## config.mk

```make
export PLATFORM = sky130hd
export DESIGN_NAME = dpt_timer
export DESIGN_NICKNAME = d
export VERILOG_FILES = /design/src/dpt_pkg.sv /design/src/dpt_timer.sv
export SDC_FILE = /design/constraint.sdc
export NUM_CORES = 1
export LEC_CHECK = 0
export BUFFER_PORTS_ARGS = -buffer_cell sky130_fd_sc_hd__buf_4
export CORE_UTILIZATION = 55
export DETAILED_ROUTE_END_ITERATION = 6
export GPL_TIMING_DRIVEN = 0
export PLACE_DENSITY = 0.78
export SLEW_MARGIN = 15
export SYNTH_ARGS = -nofsm -noshare
export SYNTH_HDL_FRONTEND = slang
export SYNTH_SLANG_ARGS = --single-unit
export TNS_END_PERCENT = 20
```

## constraint.sdc

```tcl
create_clock -name pclk -period 2.9 [get_ports pclk]
set_input_delay 0.435 -clock pclk [delete_from_list [all_inputs] [get_ports pclk]]
set_output_delay 0.435 -clock pclk [all_outputs]
set_load 0.02 [all_outputs]
```

## src/dpt_pkg.sv

```systemverilog
// Package: register map, field layout, reset values and divider counts for the dual prescaled down timer
package dpt_pkg;

    // ------------------------------------------------------------
    // Register indices (byte address is four times the index)
    // ------------------------------------------------------------
    localparam logic [7:0] TIMER1_PRESCALER_VALUE_IDX = 8'hD2;
    localparam logic [7:0] TIMER1_COUNT_VALUE_IDX     = 8'hD3;
    localparam logic [7:0] TIMER1_CONTROL_STATUS_IDX  = 8'hD4;
    localparam logic [7:0] TIMER2_PRESCALER_VALUE_IDX = 8'hDA;
    localparam logic [7:0] TIMER2_COUNT_VALUE_IDX     = 8'hDB;
    localparam logic [7:0] TIMER2_CONTROL_STATUS_IDX  = 8'hDC;

    localparam int unsigned PADDR_WIDTH = 10;
    localparam int unsigned DATA_WIDTH  = 32;
    localparam int unsigned NUM_TIMERS  = 2;

    // ------------------------------------------------------------
    // Field positions of the control/status register
    // ------------------------------------------------------------
    localparam int unsigned CS_COUNT_ZERO_FLAG_BIT     = 7;
    localparam int unsigned CS_ZERO_IRQ_ENABLE_BIT     = 6;
    localparam int unsigned CS_SHARED_ENABLE_HIGH_BIT  = 5;
    localparam int unsigned CS_SHARED_ENABLE_LOW_BIT   = 4;
    localparam int unsigned CS_PRESCALER_RUN_BIT       = 3;
    localparam int unsigned CS_TAP_SELECT_LSB          = 0;

    // ------------------------------------------------------------
    // Reset values and counter compare constants
    // ------------------------------------------------------------
    localparam logic [6:0] PRESCALER_RESET = 7'h7F;
    localparam logic [7:0] COUNT_RESET     = 8'hFF;
    localparam logic [7:0] CONTROL_RESET   = 8'h00;
    localparam logic [7:0] COUNT_ZERO      = 8'h00;
    localparam logic [7:0] COUNT_ONE       = 8'h01;

    // ------------------------------------------------------------
    // Oscillator divide by 12 feeding the prescalers
    // ------------------------------------------------------------
    localparam int unsigned     OSC_DIVIDE   = 12;
    localparam logic [3:0]      OSC_DIV_LAST = 4'(OSC_DIVIDE - 1);

    typedef struct packed {
        logic       count_zero_flag;
        logic       zero_irq_enable;
        logic       shared_enable_high;
        logic       shared_enable_low;
        logic       prescaler_run;
        logic [2:0] tap_select;
    } dpt_ctrl_type;

    typedef struct packed {
        logic        wr;
        logic        rd;
        logic [7:0]  idx;
        logic [31:0] wdata;
    } dpt_access_type;

endpackage

```

## src/dpt_timer.sv

```systemverilog
// Dual prescaled 8-bit down timer with APB register access
//
// How it works
// - Each 8-bit counter decrements on selected prescaler edge; software loads and reads it.
// - Decrement to zero sets that timer's count-zero flag.
// - Flag and zero-irq enable both set raise that timer's interrupt request.
// - Any timer interrupt request also drives the core wake request.
// - The 7-bit prescaler counts down at pclk divided by 12.
// - Counter clock is the prescaler input or rising prescaler bit 0..6.
// - Three-bit tap select gives divide factor two to the power value.
// - Prescaler-run low holds prescaler at 7Fh and stops both counting.
// - Software loads the prescaler only while its prescaler-run bit is one.
// - Timers run only with first enable bit 4 one and bit 5 zero.
// - Second control register has no enable bits; they read zero.
// - Writing 00h to counter or one to control bit 7 sets flag.
// - Reset loads counters FFh, prescalers 7Fh, clears control registers.
// - Counter write beats a simultaneous decrement to zero; flag sets only if the write is 00h.
// - Counter and prescaler reads return live values at any time.
//
// Design decision made here: the APB slave port.
`timescale 1ns/1ps

module dpt_timer (
    input  wire logic                            pclk,
    input  wire logic                            presetn,
    input  wire logic                            psel,
    input  wire logic                            penable,
    input  wire logic                            pwrite,
    input  wire logic [dpt_pkg::PADDR_WIDTH-1:0] paddr,
    input  wire logic [dpt_pkg::DATA_WIDTH-1:0]  pwdata,
    input  wire logic [3:0]                      pstrb,
    output logic      [dpt_pkg::DATA_WIDTH-1:0]  prdata,
    output logic                                 pready,
    output logic                                 pslverr,
    output logic                                 timer1_irq,
    output logic                                 timer2_irq,
    output logic                                 wake_request
);
    import dpt_pkg::*;

    // ------------------------------------------------------------
    // Bus decode
    // ------------------------------------------------------------
    dpt_access_type acc;
    logic [NUM_TIMERS-1:0] hit;
    logic [7:0]            rd_byte [NUM_TIMERS];
    logic [7:0]            rd_sel;
    logic                  any_hit;
    logic                  word_aligned;
    logic                  setup_phase;

    assign word_aligned = (paddr[1:0] == 2'b00);
    assign setup_phase  = psel & ~penable;
    assign acc.idx      = paddr[PADDR_WIDTH-1:2];
    assign acc.wdata    = pwdata;
    // Writes take effect only at the completing access edge; low lane must be strobed
    assign acc.wr       = psel & penable & pwrite & any_hit & pstrb[0];
    assign acc.rd       = setup_phase & ~pwrite;
    assign any_hit      = word_aligned & (|hit);

    // Zero wait: read data is captured in the setup cycle so it comes from a flop
    assign pready  = 1'b1;
    assign pslverr = psel & penable & ~any_hit;

    assign rd_sel = hit[0] ? rd_byte[0] :
                    hit[1] ? rd_byte[1] :
                             8'h00;

    always_ff @(posedge pclk or negedge presetn) begin
        if (!presetn) begin
            prdata <= 32'h0000_0000;
        end else if (acc.rd) begin
            prdata <= {24'h00_0000, rd_sel};
        end
    end

    // ------------------------------------------------------------
    // Oscillator divider: one-cycle tick every twelve clocks
    // ------------------------------------------------------------
    logic [3:0] div_cnt;
    logic       osc_tick;

    assign osc_tick = (div_cnt == OSC_DIV_LAST);

    always_ff @(posedge pclk or negedge presetn) begin
        if (!presetn) begin
            div_cnt <= 4'h0;
        end else if (osc_tick) begin
            div_cnt <= 4'h0;
        end else begin
            div_cnt <= div_cnt + 4'h1;
        end
    end

    // ------------------------------------------------------------
    // Shared enable held in the first timer's control register
    // ------------------------------------------------------------
    dpt_ctrl_type ctl_view [NUM_TIMERS];
    logic [NUM_TIMERS-1:0] irq;
    logic                  timers_enabled;

    // Bit 5 set is reserved and treated as disabled
    assign timers_enabled = ctl_view[0].shared_enable_low & ~ctl_view[0].shared_enable_high;

    // ------------------------------------------------------------
    // Per-timer logic
    // ------------------------------------------------------------
    for (genvar t = 0; t < NUM_TIMERS; t++) begin : g_timer
        localparam logic [7:0] PRE_IDX = (t == 0) ? TIMER1_PRESCALER_VALUE_IDX : TIMER2_PRESCALER_VALUE_IDX;
        localparam logic [7:0] CNT_IDX = (t == 0) ? TIMER1_COUNT_VALUE_IDX     : TIMER2_COUNT_VALUE_IDX;
        localparam logic [7:0] CTL_IDX = (t == 0) ? TIMER1_CONTROL_STATUS_IDX  : TIMER2_CONTROL_STATUS_IDX;

        dpt_ctrl_type ctl;
        dpt_ctrl_type next_ctl;
        logic [6:0]   pre;
        logic [7:0]   cnt;
        logic [6:0]   pre_dec;
        logic [2:0]   tap_bit;
        logic         hit_pre;
        logic         hit_cnt;
        logic         hit_ctl;
        logic         wr_pre;
        logic         wr_cnt;
        logic         wr_ctl;
        logic         run;
        logic         step;
        logic         tap_edge;
        logic         cnt_step;
        logic         zero_event;
        logic         flag_set;

        assign hit_pre = word_aligned & (acc.idx == PRE_IDX);
        assign hit_cnt = word_aligned & (acc.idx == CNT_IDX);
        assign hit_ctl = word_aligned & (acc.idx == CTL_IDX);
        assign hit[t]  = hit_pre | hit_cnt | hit_ctl;

        assign wr_pre = acc.wr & hit_pre & ctl.prescaler_run;
        assign wr_cnt = acc.wr & hit_cnt;
        assign wr_ctl = acc.wr & hit_ctl;

        // Live values; prescaler bit 7 reads zero
        assign rd_byte[t] = hit_pre ? {1'b0, pre} :
                            hit_cnt ? cnt :
                            hit_ctl ? ctl :
                                      8'h00;

        assign run     = timers_enabled & ctl.prescaler_run;
        assign step    = run & osc_tick;
        assign pre_dec = pre - 7'h01;
        assign tap_bit = ctl.tap_select - 3'h1;

        // Counter clock is every prescaler step for tap 0, else the rising edge of the chosen prescaler bit
        assign tap_edge = (ctl.tap_select == 3'h0) ? 1'b1 : (~pre[tap_bit] & pre_dec[tap_bit]);
        assign cnt_step = step & tap_edge;

        // A simultaneous counter write suppresses the zero event
        assign zero_event = cnt_step & (cnt == COUNT_ONE) & ~wr_cnt;
        assign flag_set   = zero_event | (wr_cnt & (acc.wdata[7:0] == COUNT_ZERO));

        always_comb begin
            next_ctl = ctl;
            if (wr_ctl) begin
                next_ctl                 = dpt_ctrl_type'(acc.wdata[7:0]);
                next_ctl.shared_enable_high = (t == 0) ? acc.wdata[CS_SHARED_ENABLE_HIGH_BIT] : 1'b0;
                next_ctl.shared_enable_low  = (t == 0) ? acc.wdata[CS_SHARED_ENABLE_LOW_BIT]  : 1'b0;
            end
            // Hardware set wins over a software clear in the same cycle
            if (flag_set) begin
                next_ctl.count_zero_flag = 1'b1;
            end
        end

        always_ff @(posedge pclk or negedge presetn) begin
            if (!presetn) begin
                ctl <= dpt_ctrl_type'(CONTROL_RESET);
            end else begin
                ctl <= next_ctl;
            end
        end

        always_ff @(posedge pclk or negedge presetn) begin
            if (!presetn) begin
                pre <= PRESCALER_RESET;
            end else if (!ctl.prescaler_run) begin
                pre <= PRESCALER_RESET;
            end else if (wr_pre) begin
                pre <= acc.wdata[6:0];
            end else if (step) begin
                pre <= pre_dec;
            end
        end

        always_ff @(posedge pclk or negedge presetn) begin
            if (!presetn) begin
                cnt <= COUNT_RESET;
            end else if (wr_cnt) begin
                cnt <= acc.wdata[7:0];
            end else if (cnt_step) begin
                cnt <= cnt - 8'h01;
            end
        end

        assign ctl_view[t] = ctl;
        assign irq[t]      = ctl.count_zero_flag & ctl.zero_irq_enable;
    end

    // ------------------------------------------------------------
    // Interrupt requests and wake
    // ------------------------------------------------------------
    assign timer1_irq   = irq[0];
    assign timer2_irq   = irq[1];
    assign wake_request = |irq;

endmodule // dpt_timer

```

# Word level (Yosys, flattened, before mapping)
# Index checks and enable logic that the tools add are counted.
# totals
register_bits,56
in_bits,51
output_inout_bits,37
wordCells,132
# op_classes
addsub,7
order_cmp,2
eq_ne,11
mux,33
bitwise_logic,53
reduce_logical,10
# op_table
op,count
8-bit 2-to-1 mux,14
8-bit equality test (second input constant),6
7-bit 2-to-1 mux,6
1-bit AND,39
8-bit by 1-bit equality test with 1-bit output (second input constant),2
8-bit by 1-bit subtractor with 8-bit output (second input constant),2
7-bit by 1-bit subtractor with 7-bit output (second input constant),2
1-bit binary-select mux with 3-bit select,4
8-bit logical NOT,1
3-bit by 4-bit < comparator with 1-bit output (second input constant),2
1-bit 2-to-1 mux,8
1-bit NOT,8
2-bit nonzero test,4
3-bit logical NOT,2
3-bit by 1-bit != test with 1-bit output (second input constant),2
1-bit OR,6
3-bit by 1-bit subtractor with 3-bit output (second input constant),2
4-bit by 1-bit adder with 4-bit output (second input constant),1
4-bit equality test (second input constant),1
4-bit 2-to-1 mux,1
2-bit OR reduction,2
2-bit logical NOT,1

# Longest topological paths before layout
# Gate-level depths: netlist (run 1).
# logic_depth
ltp_word,13
depth_mapped,9
mapped_depth_nobuf,8

# Worst setup path before layout (run 1)
# OpenSTA, ideal clock, no wires.
# synth_timing
path_type,register -> register
start,register g_timer[1].pre[0]
end,register g_timer[1].cnt[1]
setup_time_ns,0.073
arrival_ns,2.181
t_required_ns,2.827
setup_slack_ns,0.646
path_stages_with_launch,9
path_buffers,0
period_less_slack_ns,2.254
cell_sequence,dfstp_2 > inv_1 > ha_1 > nor4b_1 > o211a_1 > o21a_1 > o31ai_2 > mux2_2 > a21oi_1
# synth_between
elab_chain_cells,7
elab_cells_between_ends,10
classes_between,add/sub (1); mux (5); bitwise (3); reduce/logical (1)
# synth_lines
element,line,source
"start, declared",dpt_timer.sv:115,logic [6:0] pre;
"start signal, assigned",dpt_timer.sv:187,pre <= acc.wdata[6:0];
"start signal, assigned",dpt_timer.sv:189,pre <= pre_dec;
7-bit by 1-bit subtractor with 7-bit output or 1-bit binary-select mux with 3-bit select (tied branches),"dpt_timer.sv:149, dpt_timer.sv:153",
1-bit binary-select mux with 3-bit select or 1-bit 2-to-1 mux (tied branches),dpt_timer.sv:153,assign tap_edge = (ctl.tap_select == 3'h0) ? 1'b1 : (~pre[tap_bit] & pre_dec[tap_bit]);
1-bit 2-to-1 mux (implied by the code) or 1-bit NOT (tied branches),dpt_timer.sv:153,
1-bit AND (*),dpt_timer.sv:153,
1-bit 2-to-1 mux (*),dpt_timer.sv:153,
1-bit AND (*),dpt_timer.sv:154,assign cnt_step = step & tap_edge;
2-bit nonzero test (no line) (*),--,
"end signal, assigned",dpt_timer.sv:197,cnt <= acc.wdata[7:0];
"end signal, assigned",dpt_timer.sv:199,cnt <= cnt - 8'h01;
"end, declared",dpt_timer.sv:116,logic [7:0] cnt;
# Mark *: on every way between the ends. The rest lies on a longest branch, timed or not. The select of a mux whose other input is x is not followed.
# A chain may end at the register's enable or synchronous reset.

# Worst setup path after layout (run 1)
# Ends and elaborated chain as after synthesis.

==> flow_metrics.env, run 1 <==
export IMPL_root_buffer="clkbuf_8"
export IMPL_seq_area_frac_synth=0.3574
export IMPL_synthAdderAreaFrac=0.03418
export IMPL_leakagePower_uw=0.001975
export IMPL_r2r_end="g_timer[1].cnt[1]$_DFFE_PN1P_"
export IMPL_cp_startpoint="g_timer[1].pre[0]$_DFFE_PN1P_"
export IMPL_drive_gt1_frac=0.2392
export IMPL_cts_resized=0
export IMPL_relSlewSlack=0.3929
export IMPL_ys_seq_elements=56
export IMPL_ir_drop_v=0.0001871
export IMPL_grt_max_degree=57
export IMPL_synth_enable_flop_cells=0
export IMPL_syn_inst=467
export IMPL_port_buffer_count=33
export IMPL_holdBufCountCts=0
export IMPL_worstPathCellList="inv_1 > ha_1 > nor4b_1 > o211a_1 > o21a_1 > o31ai_2 > mux2_2 > a21oi_1"
export IMPL_initial_core_util=0.5798
export IMPL_endpoint="g_timer[1].cnt[1]$_DFFE_PN1P_"
export IMPL_antenna_found_initial=0
export IMPL_r2r_cells=8
export IMPL_drc=0
export IMPL_die_h_um=87.56
export IMPL_die_width_um=87.56
export IMPL_fill_cells=602
export IMPL_crit_type="flop to flop"
export IMPL_synth_mux_area_frac=0.04848
export IMPL_dp_final_hpwl_mm=8.140
export IMPL_synth_simple_gate_area_share=0.2393
export IMPL_crit_arrival_ns=2.85
export IMPL_status="complete, no violations"
export IMPL_setup_viol=0
export IMPL_hold_path_class="input port to async pin"
export IMPL_dp_cells=619
export IMPL_clk_pin_slew_ns=0.10
export IMPL_rsz0062_at_grt="no"
export IMPL_ys_flop_type="dfstp_2"
export IMPL_async_flop_share=1.000
export IMPL_crit_required_ns=3.15
export IMPL_tns_ns=0
export IMPL_slew_violations=0
export IMPL_h_tree_depth=2
export IMPL_coreArea_um2=6944
export IMPL_ios=88
export IMPL_cts_made_buffers=5
export IMPL_critPathMaxFanout=7
export IMPL_synth_compound_gate_area_share=0.2076
export IMPL_cts_setup_buffers=0
export IMPL_synthDistinctLibCells=67
export IMPL_clock_latency_ns=0.31
export IMPL_vias=3786
export IMPL_syn_cell_area_um2=4026
export IMPL_rrSetupSlack_ns=0.30
export IMPL_maxCapViolCount=0
export IMPL_cts_tree="built"
export IMPL_fin_cells=627
export IMPL_cp_start_kind="flop"
export IMPL_drt_iter0_markers=339
export IMPL_powerDensity_nw_per_um2=321.1
export IMPL_wl_per_cell_um=17.42
export IMPL_fmax_mhz=385.3
export IMPL_tightest_slew_ns=0.9038
export IMPL_antennaDiodeCount=0
export IMPL_r2r_start="g_timer[1].pre[0]$_DFFE_PN1P_"
export IMPL_num_rows=30
export IMPL_syn_avg_cell_area_um2=8.622
export IMPL_cts_buffer_depth=2
export IMPL_die_area_um2=7667
export IMPL_fin_nets=592
export IMPL_max_stage_delay_ns=0.62
export IMPL_routed_wl_mm=10.93
export IMPL_synthToLayoutAreaGrowth_pct=14.05
export IMPL_fin_skew_ns=0.006486
export IMPL_via_per_inst=6.038
export IMPL_cp_end_kind="flop"
export IMPL_cpMaxStageDelayCell="dfstp_2"
export IMPL_period_minus_slack_ns=2.595
export IMPL_clock_sinks=56
export IMPL_synth_top_family_by_area="simple AND/OR/NAND/NOR gates"
export IMPL_grtUsageTotal=0.2991
export IMPL_grt_pass1_vias=3432
export IMPL_yosysWarnings=0
export IMPL_dr_pass1_iters=5
export IMPL_finalHoldViolCount=0
export IMPL_yosys_area_share_xor_xnor=0.02610
export IMPL_place_gp_congestion=1.026
export IMPL_ant_nets=0
export IMPL_period_share=0.8949
export IMPL_grt_first_pass_wirelength_mm=17.42
export IMPL_grt_overflow=0
## synthesized netlist by cell type (all sizes together), types with 7 or more instances
master   n  area (um^2)
nand2   45        168.9
nor2    44        165.2
dfstp   30        788.3
buf     29        214.0
o21ai   27        135.1
dfrtp   26        650.6
inv     22        82.58
a21oi   18        90.09
nand3   16        80.08
nor3    15        75.07
a31oi   14        87.58
mux2    12        135.1
o22ai   12        75.07
clkbuf  11        42.54
ha      11        137.6
o31ai   10        85.08
a22oi    9        67.56
xnor2    9        78.83
nor4     8        92.58
or4      8        63.81
and2     7        43.80
or3      7        43.79
## through the flow
stage               setup WS (ns)  power, uW  hold WS (ns)    util  instance area (um^2)
detailed placement         0.2429      961.8        0.4512  0.6452                  4481
global route              0.09449       1523        0.2294  0.6613                  4592
finish                     0.3048       1475        0.1684  0.6613                  4592
global placement           0.2065      960.5        0.4407  0.6452                  4481
CTS                        0.3216       1487        0.1929  0.6613                  4592
floorplan                  0.6463      890.1        0.1394       -                  4113
## where the power goes
part / internal (uW) / leakage (uW) / switching, uW
logic: 58.1 / 0.00126 / 107
registers: 785 / 0.000659 / 1.58
clock network: 256 / 0.0000541 / 267
total: 1100 / 0.00197 / 376
## cells by family after synthesis
family,Yosys count
other,2
adder cells (fa/ha/maj),11
XOR/XNOR,12
AND/OR/NAND/NOR,181
multiplexers,18
flip-flops,56
AO/OA/AOI/OAI,124
buffers and inverters,63
## state kept, by name, summed over array words and instances, names as in the netlist
signal,count
prdata,8
g_timer.cnt,16
g_timer.pre,14
div_cnt,4
ctl_view,14
## layout make-up
cell class / instances / area [um^2] / share of cell area
plain buffers: 40 / 256.5 / 0.05586
well taps: 96 / 120.1 / 0.02616
inverters: 23 / 86.33 / 0.01880
clock buffers: 5 / 68.82 / 0.01499
multi-input cells: 371 / 2331 / 0.5076
repair buffers: 33 / 247.7 / 0.05395
clock inverters: 3 / 42.54 / 0.009264
flip-flops and latches: 56 / 1439 / 0.3134
## worst max-delay path: cells and delay by family, from the launching register on
| kind | cells | cell delay, ns |
|---|---|---|
| flip-flops | 1 | 0.62 |
| adder cells (fa/ha/maj) | 1 | 0.25 |
| buffers and inverters | 1 | 0.06 |
| AO/OA/AOI/OAI | 4 | 1.04 |
| AND/OR/NAND/NOR | 1 | 0.17 |
| multiplexers | 1 | 0.40 |
## worst min-delay path by stage
| stage | start | endpoint | slack (ns) | cells past startpoint |
|---|---|---|---|---|
| 2_1_floorplan | presetn | ctl_view[0]$_DFFE_PN0P_ | 0.14 | 0 |
| 3_3_place_gp | div_cnt[0]$_DFF_PN0_ | div_cnt[0]$_DFF_PN0_ | 0.44 | 1 |
| 3_5_place_dp | div_cnt[0]$_DFF_PN0_ | div_cnt[0]$_DFF_PN0_ | 0.45 | 1 |
| 4_1_cts | presetn | ctl_view[15]$_DFFE_PN0P_ | 0.19 | 1 |
| 5_1_grt | presetn | ctl_view[1]$_DFFE_PN0P_ | 0.23 | 1 |
| 6_report | presetn | ctl_view[2]$_DFFE_PN0P_ | 0.17 | 1 |
## layout by cell type (no fill, tap or decap), types with 10 or more instances in the layout
master,Yosys,routed
buf_4,25,58
nand2_1,45,45
nor2_1,44,44
dfstp_2,30,30
o21ai_0,27,27
dfrtp_1,26,26
conb_1,2,25
inv_1,21,21
a21oi_1,18,18
nand3_1,16,16
nor3_1,15,15
a31oi_1,14,14
o22ai_1,12,12
mux2_2,12,12
ha_1,11,11
clkbuf_1,10,10
## per-layer routing
layer	wire length (um)	track usage	vias up	share of wire
li1	-	-	1800	-
met5	0	0	-	0
met3	1007	0.04336	35	0.092
met1	4993	0.4381	1749	0.46
met4	413	0.1267	0	0.038
met2	4510	0.4432	202	0.41
No activity file was read; power rests on OpenSTA's default activity.
==> run 2: changes to the inputs <==
Settings changed: CELL_PAD_IN_SITES_DETAIL_PLACEMENT from default to 0, CELL_PAD_IN_SITES_GLOBAL_PLACEMENT from default to 2, CORE_UTILIZATION 55 to 33, PLACE_DENSITY 0.78 to 0.79.
==> flow_metrics.env, run 2 (same netlist as run 1, synthesis figures left out) <==
export IMPL_clk_pin_slew_ns=0.07
export IMPL_h_tree_depth=2
export IMPL_tightest_slew_ns=0.9477
export IMPL_r2r_start="g_timer[1].pre[0]$_DFFE_PN1P_"
export IMPL_antennaDiodeCount=0
export IMPL_grtUsageTotal=0.1962
export IMPL_die_h_um=112.5
export IMPL_die_width_um=112.5
export IMPL_setup_viol=0
export IMPL_cp_startpoint="g_timer[1].pre[0]$_DFFE_PN1P_"
export IMPL_num_rows=39
export IMPL_vias=3682
export IMPL_cts_tree="built"
export IMPL_period_minus_slack_ns=2.597
export IMPL_fin_skew_ns=0.005087
export IMPL_maxCapViolCount=0
export IMPL_via_per_inst=5.463
export IMPL_r2r_end="g_timer[1].cnt[1]$_DFFE_PN1P_"
export IMPL_hold_path_class="input port to async pin"
export IMPL_dpl_worst_slack_ns=0.1040
export IMPL_powerDensity_nw_per_um2=341.0
export IMPL_ant_nets=0
export IMPL_relSlewSlack=0.3633
export IMPL_wl_per_cell_um=17.96
export IMPL_initial_core_util=0.3452
export IMPL_grt_pass1_vias=3365
export IMPL_cts_buffer_depth=2
export IMPL_leakagePower_uw=0.001990
export IMPL_dp_final_hpwl_mm=8.968
export IMPL_root_buffer="clkbuf_16"
export IMPL_port_buffer_count=33
export IMPL_synthToLayoutAreaGrowth_pct=16.56
export IMPL_crit_arrival_ns=2.83
export IMPL_finalHoldViolCount=0
export IMPL_ir_drop_v=0.0002490
export IMPL_clock_latency_ns=0.30
export IMPL_final_cell_mix="58 x buf_4, 45 x nand2_1, 44 x nor2_1"
export IMPL_largest_register_ffs=16
export IMPL_fill_cells=1159
export IMPL_cts_made_buffers=5
export IMPL_dr_pass1_iters=5
export IMPL_fmax_mhz=385.1
export IMPL_rrSetupSlack_ns=0.30
export IMPL_cts_setup_buffers=0
export IMPL_holdBufCountCts=0
export IMPL_drt_iter0_markers=268
export IMPL_place_gp_congestion=0.8723
export IMPL_final_core_util=0.4024
export IMPL_slew_violations=0
export IMPL_grt_first_pass_wirelength_mm=19.13
export IMPL_period_share=0.8954
export IMPL_coreArea_um2=11660
export IMPL_regMostFlops="g_timer.cnt"
export IMPL_status="complete, no violations"
export IMPL_tns_ns=0
export IMPL_final_common_cell="buf_4"
export IMPL_cp_end_kind="flop"
export IMPL_cts_resized=0
export IMPL_fin_nets=592
export IMPL_grt_overflow=0
export IMPL_ios=88
export IMPL_crit_required_ns=3.13
export IMPL_fin_ws_ns=0.3032
export IMPL_cp_start_kind="flop"
export IMPL_crit_type="flop to flop"
export IMPL_dp_cells=666
export IMPL_die_area_um2=12650
export IMPL_drive_gt1_frac=0.2392
export IMPL_drc=0
export IMPL_fin_cells=674
export IMPL_grt_max_degree=57
export IMPL_r2r_cells=8
export IMPL_critPathMaxFanout=7
export IMPL_clock_sinks=56
export IMPL_antenna_found_initial=0
export IMPL_rsz0062_at_grt="no"
export IMPL_routed_wl_mm=12.11
## run 2: changes by cell type in the layout (fill, tap and decap cells not counted)
cell	change
clkinvlp_4	+1
bufinv_16	-1
clkbuf_8	-4
clkinv_2	-1
clkbuf_16	+5
## run 2: worst max path at each step
stage                     slack [ns]  cells after the start                             to
after floorplan                 0.65                      8  g_timer[1].cnt[1]$_DFFE_PN1P_
after global placement          0.05                      7  g_timer[1].pre[5]$_DFFE_PN1P_
after detailed placement        0.10                      7  g_timer[1].pre[5]$_DFFE_PN1P_
after CTS                       0.28                      9  g_timer[0].cnt[7]$_DFFE_PN1P_
after global routing            0.02                      9  g_timer[0].cnt[7]$_DFFE_PN1P_
final                           0.30                      8  g_timer[1].cnt[1]$_DFFE_PN1P_
## run 2: final cells by class
cell class / count / area, um^2 / share of cell area
timing repair buffer: 33 / 247.7 / 0.05279
inverter: 23 / 86.33 / 0.01840
sequential: 56 / 1439 / 0.3066
clock buffer: 6 / 138.9 / 0.02959
buffer: 40 / 256.5 / 0.05465
tap: 143 / 178.9 / 0.03812
clock inverter: 2 / 15.01 / 0.003199
multi-input combinational: 371 / 2331 / 0.4967
## run 2: power breakdown
group	internal, uW	total [uW]	leakage, uW	switching (uW)
combinational	58.1	167	0.00126	109
clock	345	648	0.0000691	303
sequential	784	786	0.000659	1.57
## run 2: worst max-delay path, stage by stage, from the launching register on
cell     delay (ns)
dfstp_2        0.61
inv_1          0.06
ha_1           0.25
nor4b_1        0.18
o211a_1        0.16
o21a_1         0.21
o31ai_2        0.51
mux2_2         0.40
a21oi_1        0.14
## run 2: metal layers
| metal | share of wire | wire (um) | GRT usage | vias up |
|---|---|---|---|---|
| li1 | - | - | - | 1798 |
| met1 | 0.51 | 6126 | 0.3009 | 1748 |
| met2 | 0.43 | 5210 | 0.2903 | 125 |
| met3 | 0.049 | 596 | 0.02322 | 11 |
| met4 | 0.014 | 171 | 0.04711 | 0 |
| met5 | 0 | 0 | 0 | - |
## run 2: per-stage QoR
stage / power (uW) / cell area [um^2] / hold slack (ns)
CTS: 1615 / 4693 / 0.2414
finish: 1600 / 4693 / 0.2073
global route: 1660 / 4693 / 0.2564
floorplan: 890.1 / 4113 / 0.1394
global placement: 965.8 / 4539 / 0.4449
detailed placement: 966.1 / 4539 / 0.4564
